[config.mk]
export PLATFORM = sky130hd
export DESIGN_NAME = startup_config_power_sequencer
export DESIGN_NICKNAME = d
export VERILOG_FILES = /design/src/shared/seq_pkg.sv /design/src/design/strap_decoder.sv /design/src/design/startup_config_power_sequencer.sv
export SDC_FILE = /design/constraint.sdc
export NUM_CORES = 1
export LEC_CHECK = 0
export BUFFER_PORTS_ARGS = -buffer_cell sky130_fd_sc_hd__buf_2
export CAP_MARGIN = 5
export CORE_MARGIN = 2
export CORE_UTILIZATION = 61
export CTS_CLUSTER_SIZE = 25
export DETAILED_ROUTE_END_ITERATION = 8
export MAX_ROUTING_LAYER = met4
export PLACE_DENSITY = 0.8
export SLEW_MARGIN = 20
export SYNTH_ARGS = -nofsm -noshare
export SYNTH_HDL_FRONTEND = slang
export SYNTH_SLANG_ARGS = --single-unit
[constraint.sdc]
create_clock -name clk_i -period 5.41 [get_ports clk_i]
set_input_delay 1.082 -clock clk_i [delete_from_list [all_inputs] [get_ports clk_i]]
set_output_delay 1.082 -clock clk_i [all_outputs]
set_load 0.005 [all_outputs]
[src/shared/seq_pkg.sv]
// Purpose: Shared constants and types for the start-up configuration sequencer
// Assumes: 50 MHz system clock
// Notes: Regulator bit vector order is fixed by the reg_* indices below
package seq_pkg;
    localparam int unsigned CLK_HZ = 50_000_000;
    localparam int unsigned STRAP_SAMPLE_DELAY_NS = 1000;
    localparam int unsigned STRAP_SAMPLE_CYCLES = (STRAP_SAMPLE_DELAY_NS * (CLK_HZ / 1_000_000) + 999) / 1000;
    localparam int unsigned WAKE_FILTER_TIME_NS = 2000;
    localparam int unsigned WAKE_FILTER_CYCLES = (WAKE_FILTER_TIME_NS * (CLK_HZ / 1_000_000) + 999) / 1000;
    localparam int unsigned MASTER_WAIT_TIME_US = 1000;
    localparam int unsigned MASTER_WAIT_CYCLES = MASTER_WAIT_TIME_US * (CLK_HZ / 1_000_000);
    localparam int unsigned OSC_NOMINAL_HZ = 16_000_000;
    localparam int unsigned OSC_DIV = CLK_HZ / OSC_NOMINAL_HZ;

    // Regulator indices in the enable / good vectors
    localparam int unsigned NUM_REGS = 5;
    localparam int unsigned REG_MAIN_SW = 0;
    localparam int unsigned REG_MAIN_LIN = 1;
    localparam int unsigned REG_AUX1 = 2;
    localparam int unsigned REG_AUX2 = 3;
    localparam int unsigned REG_CTRL = 4;
    localparam int unsigned MAX_STEPS = 4;

    typedef enum logic [1:0] {
        STRAP_LOW,
        STRAP_HIGH,
        STRAP_OPEN
    } strap_t;

    typedef enum logic [1:0] {
        MAJOR_BASIC,
        MAJOR_SINGLE,
        MAJOR_MASTER,
        MAJOR_SLAVE
    } major_t;

    typedef enum logic [2:0] {
        MINOR_BRIDGE,
        MINOR_PRIMARY_REGULATOR,
        MINOR_REGULATORS,
        MINOR_SIMPLE_REGULATOR,
        MINOR_BRIDGE_EXT_FET,
        MINOR_SECONDARY_REGULATORS,
        MINOR_NONE
    } minor_t;
endpackage : seq_pkg

[src/design/strap_decoder.sv]
// Purpose: Decode one three-state strap pin from its pulled-high and pulled-low readings
// Assumes: Readings are already synchronised
// Notes: Open pin follows the test pull, tied pin does not
`timescale 1ns/100ps
module strap_decoder
    import seq_pkg::*;
(
    // Readings
    input wire logic seen_with_pullup_i,
    input wire logic seen_with_pulldown_i,
    // Decoded state
    output strap_t state_o
);
    always_comb begin
        if (seen_with_pullup_i && seen_with_pulldown_i) begin
            state_o = STRAP_HIGH;
        end else if (!seen_with_pullup_i && !seen_with_pulldown_i) begin
            state_o = STRAP_LOW;
        end else begin
            state_o = STRAP_OPEN;
        end
    end
endmodule : strap_decoder

[src/design/startup_config_power_sequencer.sv]
// Purpose: Strap decode and power-up sequencing with companion wake handshake
// Assumes: Regulator good and supply good inputs arrive asynchronously
// Notes: Regulator analog parts, undervoltage filters and hibernate live elsewhere
`timescale 1ns/100ps
// Contract
// [RULE_01] Time base ticks from free-running oscillator, stopped only in low power.
// [RULE_02] Each strap pin decodes as ground 0, supply 1 or open Z.
// [RULE_03] After logic supply good, enable first strap sense, sample after delay.
// [RULE_04] First strap open selects basic mode, other straps ignored.
// [RULE_05] Major mode from straps: 00x single, 01/10 master, 1Zx/11x slave.
// [RULE_06] Minor mode from six combinations, third pin fastest as 0,Z,1.
// [RULE_07] Basic: aux one, aux two, main linear, then main switcher non-system.
// [RULE_08] Slave: wake pin is digital enable, pull-up disabled.
// [RULE_09] Slave: filtered low enters low power, filtered high starts up.
// [RULE_10] Master: start without enable, hold slave-enable low during start-up.
// [RULE_11] Master: slave-enable high after start-up until system regulator undervoltage.
// [RULE_12] Master low-power command: slave-enable low now, wait, then enter.
// [RULE_13] Single acts as master without slave-enable and without wait.
// [RULE_14] Listed regulators are system regulators, enabled in listed order.
// [RULE_15] Bridge minor: main switcher then main linear.
// [RULE_16] Primary: aux one, main switcher with linear, aux two non-system.
// [RULE_17] Regulators minor: main switcher, aux one, aux two.
// [RULE_18] Simple: aux one, aux two, main linear, main switcher non-system.
// [RULE_19] Ext-FET minor: main switcher, controller regulator, main linear.
// [RULE_20] Secondary minor: main switcher, paralleled aux three, main linear.
// [RULE_21] Normal operation only when supplies, pump and system regulators good; in run the code drops reset on pump or system regulator loss only.
// [RULE_22] Order: logic supply, straps, slave wait, pump, regulators, enable, I/O.
// [RULE_23] Each step waits for previous regulator good; grouped ones share a step.
module startup_config_power_sequencer
    import seq_pkg::*;
#(
    parameter int unsigned MASTER_WAIT = MASTER_WAIT_CYCLES
) (
    // Clock and reset
    input wire logic clk_i,
    input wire logic reset_n_i,
    // Supplies and regulator status (asynchronous)
    input wire logic logic_supply_ok_i,
    input wire logic charge_pump_ok_i,
    input wire logic io_supply_ok_i,
    input wire logic [NUM_REGS-1:0] reg_good_i,
    // Strap pins (asynchronous)
    input wire logic [2:0] strap_pin_i,
    // Wake pin and low power command
    input wire logic wake_in_n_i,
    input wire logic low_power_cmd_i,
    // Outputs
    output logic strap_sense_en_o,
    output logic strap_pull_up_o,
    output logic osc_tick_o,
    output logic wake_pullup_en_o,
    output logic wake_pulldown_en_o,
    output logic slave_enable_o,
    output logic slave_enable_oe_n_o,
    output logic charge_pump_en_o,
    output logic [NUM_REGS-1:0] reg_enable_o,
    output logic [NUM_REGS-1:0] system_reg_o,
    output logic reset_out_n_o,
    output logic low_power_o,
    output major_t major_mode_o,
    output minor_t minor_mode_o
);
    if (MASTER_WAIT < 1) begin : g_bad_wait
        $error("MASTER_WAIT must be at least one cycle");
    end

    typedef enum logic [3:0] {ST_WAIT_LOGIC, ST_SENSE_UP, ST_SENSE_DOWN, ST_WAIT_WAKE, ST_PUMP, ST_REGS,
        ST_WAIT_IO, ST_RUN, ST_MASTER_WAIT, ST_LOW_POWER} phase_t;

    typedef struct packed {
        phase_t phase;
        logic [2:0] logic_ok_sync, pump_ok_sync, io_ok_sync, wake_sync;
        logic [2:0] strap_up_seen;
        logic [NUM_REGS-1:0] good_s1, good_s2;
        logic [2:0] strap_s1, strap_s2;
        logic [31:0] timer;
        logic [15:0] wake_cnt;
        logic [2:0] step;
        logic [1:0] osc_cnt;
        logic wake_filtered, osc_tick, sense_en, pull_up, pu_en, pd_en;
        logic slave_en, slave_oe_n, pump_en, rst_out_n, low_power;
        logic [NUM_REGS-1:0] reg_en, sys_regs;
        major_t major;
        minor_t minor;
    } state_t;

    state_t st_reg;
    state_t st_next;
    strap_t pin_state [3];
    logic [NUM_REGS-1:0] plan_mask;
    logic [NUM_REGS-1:0] plan_sys;
    logic plan_last;
    logic sys_good;

    // ****************************************
    // Strap decoding
    // ****************************************
    // [RULE_02] three-state decode
    for (genvar g = 0; g < 3; g++) begin : g_strap
        strap_decoder u_dec (
            .seen_with_pullup_i(st_reg.strap_up_seen[g]),
            .seen_with_pulldown_i(st_reg.strap_s2[g]),
            .state_o(pin_state[g])
        );
    end

    function automatic logic [2:0] tri_index(input strap_t s);
        return (s == STRAP_OPEN) ? 3'h1 : ((s == STRAP_HIGH) ? 3'h2 : 3'h0);
    endfunction : tri_index

    // ****************************************
    // Power-up order per mode
    // ****************************************
    function automatic logic [NUM_REGS-1:0] bit_of(input int unsigned idx);
        return NUM_REGS'(1) << idx;
    endfunction : bit_of

    // [RULE_14] listed order, system regulators
    always_comb begin
        plan_mask = '0;
        plan_sys = '1;
        plan_last = 1'b0;
        case (st_reg.minor)
            MINOR_NONE, MINOR_SIMPLE_REGULATOR: begin
                // [RULE_07] basic order
                // [RULE_18] simple order, same
                case (st_reg.step)
                    3'h0: plan_mask = bit_of(REG_AUX1);
                    3'h1: plan_mask = bit_of(REG_AUX2);
                    3'h2: plan_mask = bit_of(REG_MAIN_LIN);
                    default: plan_mask = bit_of(REG_MAIN_SW);
                endcase
                plan_sys = ~bit_of(REG_MAIN_SW);
                plan_last = (st_reg.step == 3'h3);
            end
            MINOR_BRIDGE: begin
                // [RULE_15] bridge order
                plan_mask = (st_reg.step == 3'h0) ? bit_of(REG_MAIN_SW) : bit_of(REG_MAIN_LIN);
                plan_last = (st_reg.step == 3'h1);
            end
            MINOR_PRIMARY_REGULATOR: begin
                // [RULE_16] aux one, grouped main pair, aux two
                case (st_reg.step)
                    3'h0: plan_mask = bit_of(REG_AUX1);
                    3'h1: plan_mask = bit_of(REG_MAIN_SW) | bit_of(REG_MAIN_LIN);
                    default: plan_mask = bit_of(REG_AUX2);
                endcase
                plan_sys = ~bit_of(REG_AUX2);
                plan_last = (st_reg.step == 3'h2);
            end
            default: begin
                // [RULE_17] aux one, aux two
                // [RULE_19] controller regulator middle
                // [RULE_20] paralleled aux on aux one
                case (st_reg.step)
                    3'h0: plan_mask = bit_of(REG_MAIN_SW);
                    3'h1: plan_mask = bit_of(st_reg.minor == MINOR_BRIDGE_EXT_FET ? REG_CTRL : REG_AUX1);
                    default: plan_mask = bit_of(st_reg.minor == MINOR_REGULATORS ? REG_AUX2 : REG_MAIN_LIN);
                endcase
                plan_last = (st_reg.step == 3'h2);
            end
        endcase
    end

    // [RULE_21] system regulators all good
    assign sys_good = &(st_reg.good_s2 | ~(st_reg.reg_en & st_reg.sys_regs));

    // ****************************************
    // Next state
    // ****************************************
    always_comb begin
        st_next = st_reg;
        st_next.logic_ok_sync = {st_reg.logic_ok_sync[1:0], logic_supply_ok_i};
        st_next.pump_ok_sync = {st_reg.pump_ok_sync[1:0], charge_pump_ok_i};
        st_next.io_ok_sync = {st_reg.io_ok_sync[1:0], io_supply_ok_i};
        st_next.wake_sync = {st_reg.wake_sync[1:0], wake_in_n_i};
        st_next.good_s1 = reg_good_i;
        st_next.good_s2 = st_reg.good_s1;
        st_next.strap_s1 = strap_pin_i;
        st_next.strap_s2 = st_reg.strap_s1;

        // [RULE_01] tick generator halts in low power
        st_next.osc_tick = 1'b0;
        if (!st_reg.low_power) begin
            if (st_reg.osc_cnt == 2'(OSC_DIV - 1)) begin
                st_next.osc_cnt = 2'h0;
                st_next.osc_tick = 1'b1;
            end else begin
                st_next.osc_cnt = st_reg.osc_cnt + 2'h1;
            end
        end

        // Wake filter: level must hold for the full filter time
        if (st_reg.wake_sync[2] != st_reg.wake_sync[1]) begin
            st_next.wake_cnt = 16'h0;
        end else if (st_reg.wake_cnt == 16'(WAKE_FILTER_CYCLES)) begin
            st_next.wake_filtered = st_reg.wake_sync[2];
        end else begin
            st_next.wake_cnt = st_reg.wake_cnt + 16'h1;
        end

        case (st_reg.phase)
            ST_WAIT_LOGIC: begin
                // [RULE_03] logic supply then enable sense
                if (st_reg.logic_ok_sync[2]) begin
                    st_next.sense_en = 1'b1;
                    st_next.pull_up = 1'b1;
                    st_next.timer = '0;
                    st_next.phase = ST_SENSE_UP;
                end
            end
            ST_SENSE_UP: begin
                st_next.timer = st_reg.timer + 32'h1;
                // [RULE_03] sample after delay
                if (st_reg.timer == 32'(STRAP_SAMPLE_CYCLES)) begin
                    st_next.strap_up_seen = st_reg.strap_s2[2:0];
                    st_next.pull_up = 1'b0;
                    st_next.timer = '0;
                    st_next.phase = ST_SENSE_DOWN;
                end
            end
            ST_SENSE_DOWN: begin
                st_next.timer = st_reg.timer + 32'h1;
                if (st_reg.timer == 32'(STRAP_SAMPLE_CYCLES)) begin
                    st_next.sense_en = 1'b0;
                    st_next.timer = '0;
                    st_next.pd_en = 1'b0;
                    if (pin_state[0] == STRAP_OPEN) begin
                        // [RULE_04] basic ignores other straps
                        st_next.major = MAJOR_BASIC;
                        st_next.minor = MINOR_NONE;
                    end else begin
                        // [RULE_05] major mode table
                        if (pin_state[0] == STRAP_LOW && pin_state[1] != STRAP_HIGH) begin
                            st_next.major = MAJOR_SINGLE;
                        end else if (pin_state[0] == STRAP_LOW || pin_state[1] == STRAP_LOW) begin
                            st_next.major = MAJOR_MASTER;
                        end else begin
                            st_next.major = MAJOR_SLAVE;
                        end
                        // [RULE_06] rank over all three pins, mod six
                        st_next.minor = minor_t'(3'((5'(tri_index(pin_state[0])) * 5'h9 / 5'h2
                            + 5'(tri_index(pin_state[1])) * 5'h3 + 5'(tri_index(pin_state[2]))) % 5'h6));
                    end
                    if (pin_state[0] == STRAP_HIGH && pin_state[1] != STRAP_LOW) begin
                        // [RULE_08] digital input, no pull-up
                        st_next.pu_en = 1'b0;
                        st_next.pd_en = 1'b1;
                        st_next.phase = ST_WAIT_WAKE;
                    end else begin
                        st_next.pu_en = 1'b1;
                        st_next.pump_en = 1'b1;
                        st_next.phase = ST_PUMP;
                    end
                    // [RULE_10] master drives slave-enable low
                    if (pin_state[0] != STRAP_OPEN && pin_state[0] != pin_state[1]
                        && pin_state[1] != STRAP_OPEN) begin
                        st_next.slave_oe_n = 1'b0;
                    end
                end
            end
            ST_WAIT_WAKE: begin
                // [RULE_09] filtered wake level decides
                if (st_reg.wake_cnt == 16'(WAKE_FILTER_CYCLES)) begin
                    if (st_reg.wake_sync[2]) begin
                        st_next.pd_en = 1'b0;
                        st_next.pump_en = 1'b1;
                        st_next.phase = ST_PUMP;
                    end else begin
                        st_next.low_power = 1'b1;
                        st_next.phase = ST_LOW_POWER;
                    end
                end
            end
            ST_PUMP: begin
                // [RULE_22] pump before regulators
                if (st_reg.pump_ok_sync[2]) begin
                    st_next.step = 3'h0;
                    st_next.phase = ST_REGS;
                end
            end
            ST_REGS: begin
                // [RULE_23] step only after previous good
                if ((st_reg.reg_en & ~st_reg.good_s2) == '0) begin
                    st_next.reg_en = st_reg.reg_en | plan_mask;
                    st_next.sys_regs = st_reg.sys_regs | (plan_mask & plan_sys);
                    st_next.step = st_reg.step + 3'h1;
                    if (plan_last) begin
                        st_next.phase = ST_WAIT_IO;
                    end
                end
            end
            ST_WAIT_IO: begin
                // [RULE_21] release reset when everything good
                if ((st_reg.reg_en & ~st_reg.good_s2) == '0 && st_reg.pump_ok_sync[2]) begin
                    // [RULE_11] enable slaves after start-up
                    if (st_reg.major == MAJOR_MASTER) begin
                        st_next.slave_en = 1'b1;
                    end
                    if (st_reg.io_ok_sync[2]) begin
                        st_next.rst_out_n = 1'b1;
                        st_next.phase = ST_RUN;
                    end
                end
            end
            ST_RUN: begin
                // [RULE_11] drop slave-enable on undervoltage
                if (!sys_good || !st_reg.pump_ok_sync[2]) begin
                    st_next.slave_en = 1'b0;
                    st_next.rst_out_n = 1'b0;
                end else if (st_reg.io_ok_sync[2]) begin
                    st_next.rst_out_n = 1'b1;
                end
                if (st_reg.major == MAJOR_SLAVE) begin
                    if (st_reg.wake_filtered == 1'b0 && st_reg.wake_cnt == 16'(WAKE_FILTER_CYCLES)) begin
                        st_next.low_power = 1'b1;
                        st_next.phase = ST_LOW_POWER;
                    end
                end else if (low_power_cmd_i) begin
                    // [RULE_12] slave-enable low immediately
                    st_next.slave_en = 1'b0;
                    st_next.timer = '0;
                    if (st_reg.major == MAJOR_MASTER) begin
                        st_next.phase = ST_MASTER_WAIT;
                    end else begin
                        // [RULE_13] no wait outside master
                        st_next.low_power = 1'b1;
                        st_next.phase = ST_LOW_POWER;
                    end
                end
            end
            ST_MASTER_WAIT: begin
                st_next.timer = st_reg.timer + 32'h1;
                // [RULE_12] wait before own entry
                if (st_reg.timer == 32'(MASTER_WAIT - 1)) begin
                    st_next.low_power = 1'b1;
                    st_next.phase = ST_LOW_POWER;
                end
            end
            default: begin
                st_next.reg_en = '0;
                st_next.sys_regs = '0;
                st_next.pump_en = 1'b0;
                st_next.rst_out_n = 1'b0;
                st_next.slave_en = 1'b0;
                // Slave wakes on a filtered high wake level; others wake on a filtered low level
                if (st_reg.wake_cnt == 16'(WAKE_FILTER_CYCLES)
                    && st_reg.wake_sync[2] == (st_reg.major == MAJOR_SLAVE)) begin
                    st_next.low_power = 1'b0;
                    st_next.pump_en = 1'b1;
                    st_next.phase = ST_PUMP;
                end
            end
        endcase
        // [RULE_01] no tick once halted
        if (st_next.low_power) begin
            st_next.osc_tick = 1'b0;
        end
    end

    always_ff @(posedge clk_i) begin
        if (!reset_n_i) begin
            st_reg <= '0;
            st_reg.phase <= ST_WAIT_LOGIC;
            st_reg.pd_en <= 1'b1;
            st_reg.slave_oe_n <= 1'b1;
            st_reg.major <= MAJOR_BASIC;
            st_reg.minor <= MINOR_NONE;
        end else begin
            st_reg <= st_next;
        end
    end

    // ****************************************
    // Outputs
    // ****************************************
    assign strap_sense_en_o = st_reg.sense_en;
    assign strap_pull_up_o = st_reg.pull_up;
    assign osc_tick_o = st_reg.osc_tick;
    assign wake_pullup_en_o = st_reg.pu_en;
    assign wake_pulldown_en_o = st_reg.pd_en;
    assign slave_enable_o = st_reg.slave_en;
    assign slave_enable_oe_n_o = st_reg.slave_oe_n;
    assign charge_pump_en_o = st_reg.pump_en;
    assign reg_enable_o = st_reg.reg_en;
    assign system_reg_o = st_reg.sys_regs;
    assign reset_out_n_o = st_reg.rst_out_n;
    assign low_power_o = st_reg.low_power;
    assign major_mode_o = st_reg.major;
    assign minor_mode_o = st_reg.minor;
endmodule : startup_config_power_sequencer

# Word-level counts from Yosys, hierarchy flattened
# Cells that the tools add are included.
# word_totals
reg_bits	114
inputBits	15
elab_cells	253
# op_classes
n_addsub	6
multipliers	2
n_div	1
eq_ne	51
shifts	2
n_mux	89
bitwise	14
n_reduce_logical	59
# op_table
op	count
$mux 32	4
$pmux 32 s4	1
$mux 4	15
$pmux 4 s9	1
$mux 2	17
$ne 2x2->1 const B	17
$add 32x1->32 const B	1
$eq 32x16->1 const B	1
$eq 32x6->1 const B	1
$mux 1	30
$pmux 10 s2	1
$add 16x1->16 const B	1
$eq 16x7->1 const B	1
$eq 4x3->1 const B	4
$pmux 4 s2	2
$and 5x5->5	3
$or 5x5->5	3
$pmux 5 s3	1
$reduce_and 3->1	5
$reduce_or 7->1	2
$logic_and 1x1->1	13
$reduce_and 13->1	1
$eq 2x2->1 const B	6
$eq 3x2->1 const B	4
other kinds (47)	89

# Depth between registers and ports, before layout
# logic_depth
ltp_word	12
ltp_mapped	23
mapped_depth_nobuf	22

# By module
# From an unflattened synthesis, not the netlist that was laid out.
# unflattened
hier_cells	733
hier_area_um2	6113.4
# modules_own_cells
module	n_inst	cells_per_inst	area_each_um2
startup_config_power_sequencer	1	730	6075.8
strap_decoder	3	1	12.5

# Worst setup path after synthesis
# Ideal clock, no wire load.
# synth_path
path_type	reg-to-reg
start	register st_reg[80] (netlist bit)
end	register st_reg, in the netlist minor_mode_o[1]
setup_ps	78
t_arrival_ps	4344
slack_ps	988
path_stages_with_launch	23
n_path_buf	1
synth_period_minus_slack_ps	4422
path_cell_list	dfxtp_1 ha_1 inv_1 fa_1 inv_1 ha_1 ha_1 a21o_1 a21oi_1 xor2_1 nor2_1 ha_1 inv_1 ha_1 clkbuf_1 nand4_1 mux2i_1 a21oi_1 xor2_1 ha_1 a211oi_1 o211ai_1 a32oi_1
# synth_between
elab_chain_len	12
# synth_rtl
item	line_no	rtl
start, declared	startup_config_power_sequencer.sv:87	state_t st_reg;
start signal, assigned	startup_config_power_sequencer.sv:370	st_reg <= st_next;
$logic_not 1->1	strap_decoder.sv:17	end else if (!seen_with_pullup_i && !seen_with_pulldown_i) begin
$logic_and 1x1->1	strap_decoder.sv:17	
$mux 2	strap_decoder.sv:17	
$mux 2 (*)	strap_decoder.sv:15	if (seen_with_pullup_i && seen_with_pulldown_i) begin
$eq 2x1->1	startup_config_power_sequencer.sv:108	return (s == STRAP_OPEN) ? 3'h1 : ((s == STRAP_HIGH) ? 3'h2 : 3'h0);
$mux 2	startup_config_power_sequencer.sv:108	
$mux 2 (*)	startup_config_power_sequencer.sv:108	
$mul 2x2->4 (*)	startup_config_power_sequencer.sv:243	+ 5'(tri_index(pin_state[1])) * 5'h3 + 5'(tri_index(pin_state[2]))) % 5'h6));
$add 4x4->5 (*)	startup_config_power_sequencer.sv:243	
$add 5x2->5 (*)	startup_config_power_sequencer.sv:243	
$mod 5x3->5 (*)	startup_config_power_sequencer.sv:243	
$mux 5 (*)	startup_config_power_sequencer.sv:228	if (pin_state[0] == STRAP_OPEN) begin
# Every way passes the cells marked *; elsewhere a longest branch is shown, timed or not.
# A chain may end at the register's enable or synchronous reset.

# Final worst setup path
# Ends and elaborated chain as after synthesis.

==> reports/metrics.csv <==
metric,value,unit
run status,completed,
crit path DAT,5.51,ns
Tot GR Track Use,26.7,%
"flops & latches, synth",114,
Reg2Reg Setup Slack,0.34,ns
first-pass GRT wire length,21.6,mm
P&R area growth vs syn,12.3,%
most frequent cells after synthesis,"dfxtp_1, nor2_1, nand2_1, inv_1, a21oi_1",
CP required,5.86,ns
Final TNS setup,0,ns
placed cell count,848,
max-cap viol count,0,
Critical Path Fanout Max,8,
Yosys cell types,63,
Die ar.,10600,um^2
IO Pins,40,
Final Cell Area,6700,um^2
Lkg Pwr,2.67,nW
Syn Inst Count,719,
Initial DRT Pass Iterations,6,
num rows,36,
routed vias,5011,
Remaining DRCs,0,
asr flop ratio synth,0,%
post-synth net total,763,
final period utilization,93.6,%
CTS tree,yes,
Post-DRT Antenna Nets,0,
DR WL/cell,15.0,um
"EDFF count, synth",0,
Crit Path Class,register to register,
reg-to-reg startpoint,st_reg[80],
dominant cell type by area after synthesis,dfxtp_1,
Iter 0 DRT Violations,395,
ANT cells,0,
largest cells by area after synthesis,"dfxtp_1, nor2_1, ha_1",
hold path depth,1,
CTS resizes,0,
most common cell in the netlist,dfxtp_1,
Slew HR,38.2,%
"Avg Cell Area, Syn",8.29,um^2
FMAX,197,MHz
CTS Sinks,114,
hpwl dp,8.98,mm
hold buffers post-CTS,0,
Worst Tran Pin Value,0.925,ns
Pwr Density,335,nW/um^2
final worst setup slack,0.344,ns
Layout Nets,778,
warnings from Yosys,0,
Post-synth top flop,dfxtp_1,
die width,103,um
CP endpoint kind,register,
Max VDD drop,0.000278,V
Final Max Slew Viols,0,
number of setup violations in the final report,0,
final wirelength,13.2,mm
final hold vios,0,
"Clk pin slew, worst setup/hold paths",0.06,ns
DP Area,6110,um^2
Avg Vias per Cell,5.69,
hold_sp,st_next[80],
share of post-route cells with drive strength above 1,11.1,%
crit path launch,st_reg[80],
minimum clock period,5.07,ns
total congestion overflow,0,
CTS max path bufs,2,
Place WS,0.466,ns
post-CTS setup repair buffer count,0,
Initial Utilization,61.9,%
RR Endpoint,minor_mode_o[1],
die height,103,um
hold crit path type,register to register,
Syn Std Cell Area,5960,um^2
largest net degree at the start of global routing,47,
max FFs per register,73,
"Seq/Total Area, Yosys",38.3,%
top-area cell type share of the netlist area,38.3,%
RSZ-0062 raised after global routing,no,
initial antenna violation count,0,
CP Launch Type,register,
Post-Layout Cell Count,880,
WHS Endpoint,st_reg[80],
Buffers on Ports,39,
RePlAce Congestion,0.947,
Setup Skew,0.00949,ns
area of the core,9640,um^2
clk_lat worst skew,0.52,ns
H-Tree Depth,4,
cells on worst reg2reg path,21,
cts bufs inserted,17,
vias in the first global route,4691,
Design Power,2.24,mW
CTS root buf,clkbuf_8,
-- cell type report --
type / instances / area [um^2]
Fill cell: 783 / 2940
Tap cell: 133 / 166
Sequential cell: 114 / 2280
Clock buffer: 23 / 487
Multi-Input combinational cell: 525 / 3320
Inverter: 36 / 135
Clock inverter: 9 / 103
Timing Repair Buffer: 40 / 203
-- kinds of logic (layout without fill, tap and decap cells) --
group,count (synthesis),after routing,synth area share (%)
flops,114,114,38.3
compound gates,100,100,10.7
buf+inv,80,108,6.11
xor+xnor,55,55,8.08
simple gates,325,325,27.7
fa+ha+maj,30,30,6.63
mux,15,15,2.54
-- layer usage --
metal | global-route usage [%] | wire length [um] | share of wire (%)
met1 | 33.6 | 5910 | 45
met4 | 11.2 | 240 | 1.8
met3 | 5.76 | 783 | 5.9
met5 | - | 0 | 0
met2 | 41.8 | 6250 | 47
-- critical path, stage by stage, from the launching register on --
cell and delay, ns:
dfxtp_1 0.41, ha_1 0.27, inv_1 0.08, fa_1 0.47, inv_1 0.04, ha_1 0.33, ha_1 0.31, a21o_1 0.15
a21oi_1 0.38, xor2_1 0.30, nor2_1 0.10, ha_1 0.21, inv_1 0.05, ha_1 0.29, nand4_1 0.13, mux2i_1 0.26
a21oi_1 0.10, xor2_1 0.17, ha_1 0.20, a211oi_1 0.38, o211ai_1 0.16, a32oi_1 0.20
-- cell usage in the layout (no fill, tap or decap), types with 3 or more instances in the layout --
cell          n
dfxtp_1     114
nor2_1      105
nand2_1      55
buf_2        39
inv_1        35
a21oi_1      33
xor2_1       31
and2_1       30
ha_1         26
xnor2_1      24
nand3_1      22
o21ai_0      19
nand4_1      18
nor3_1       17
clkbuf_16    16
mux2i_1      14
nor4_1       13
nand2b_1     11
and3_1       10
nor2b_1       9
a31oi_1       7
a21o_1        6
clkbuf_8      6
nor3b_1       5
or2_2         5
or3_1         4
and4b_1       4
and4_1        4
a211oi_1      4
clkinv_2      4
o211ai_1      3
or4_1         3
o32ai_1       3
a32oi_1       3
fa_1          3
clkinvlp_4    3
-- how the worst max path moves through the flow --
stage,endpoint,slack (ns),depth (start not counted)
2_1_floorplan,minor_mode_o[1],0.99,22
3_3_place_gp,minor_mode_o[1],0.91,21
3_5_place_dp,minor_mode_o[1],0.47,21
4_1_cts,minor_mode_o[1],0.38,21
5_1_grt,minor_mode_o[1],0.04,21
6_report,minor_mode_o[1],0.34,21
-- power by group --
part | switching (mW) | leakage [nW] | internal (mW) | total (mW)
clock network | 0.378 | 0.286 | 0.712 | 1.09
registers | 0.0500 | 0.925 | 0.867 | 0.917
logic | 0.141 | 1.46 | 0.0926 | 0.234
total | 0.569 | 2.67 | 1.67 | 2.24
-- metrics by stage --
step | hold slack [ns] | util [%]
floorplan | 0.412 | -
global placement | 0.419 | 63.3
detailed placement | 0.418 | 63.3
CTS | 0.433 | 69.5
global route | 0.443 | 69.5
finish | 0.432 | 69.5
(Power assumes the default switching activity.)
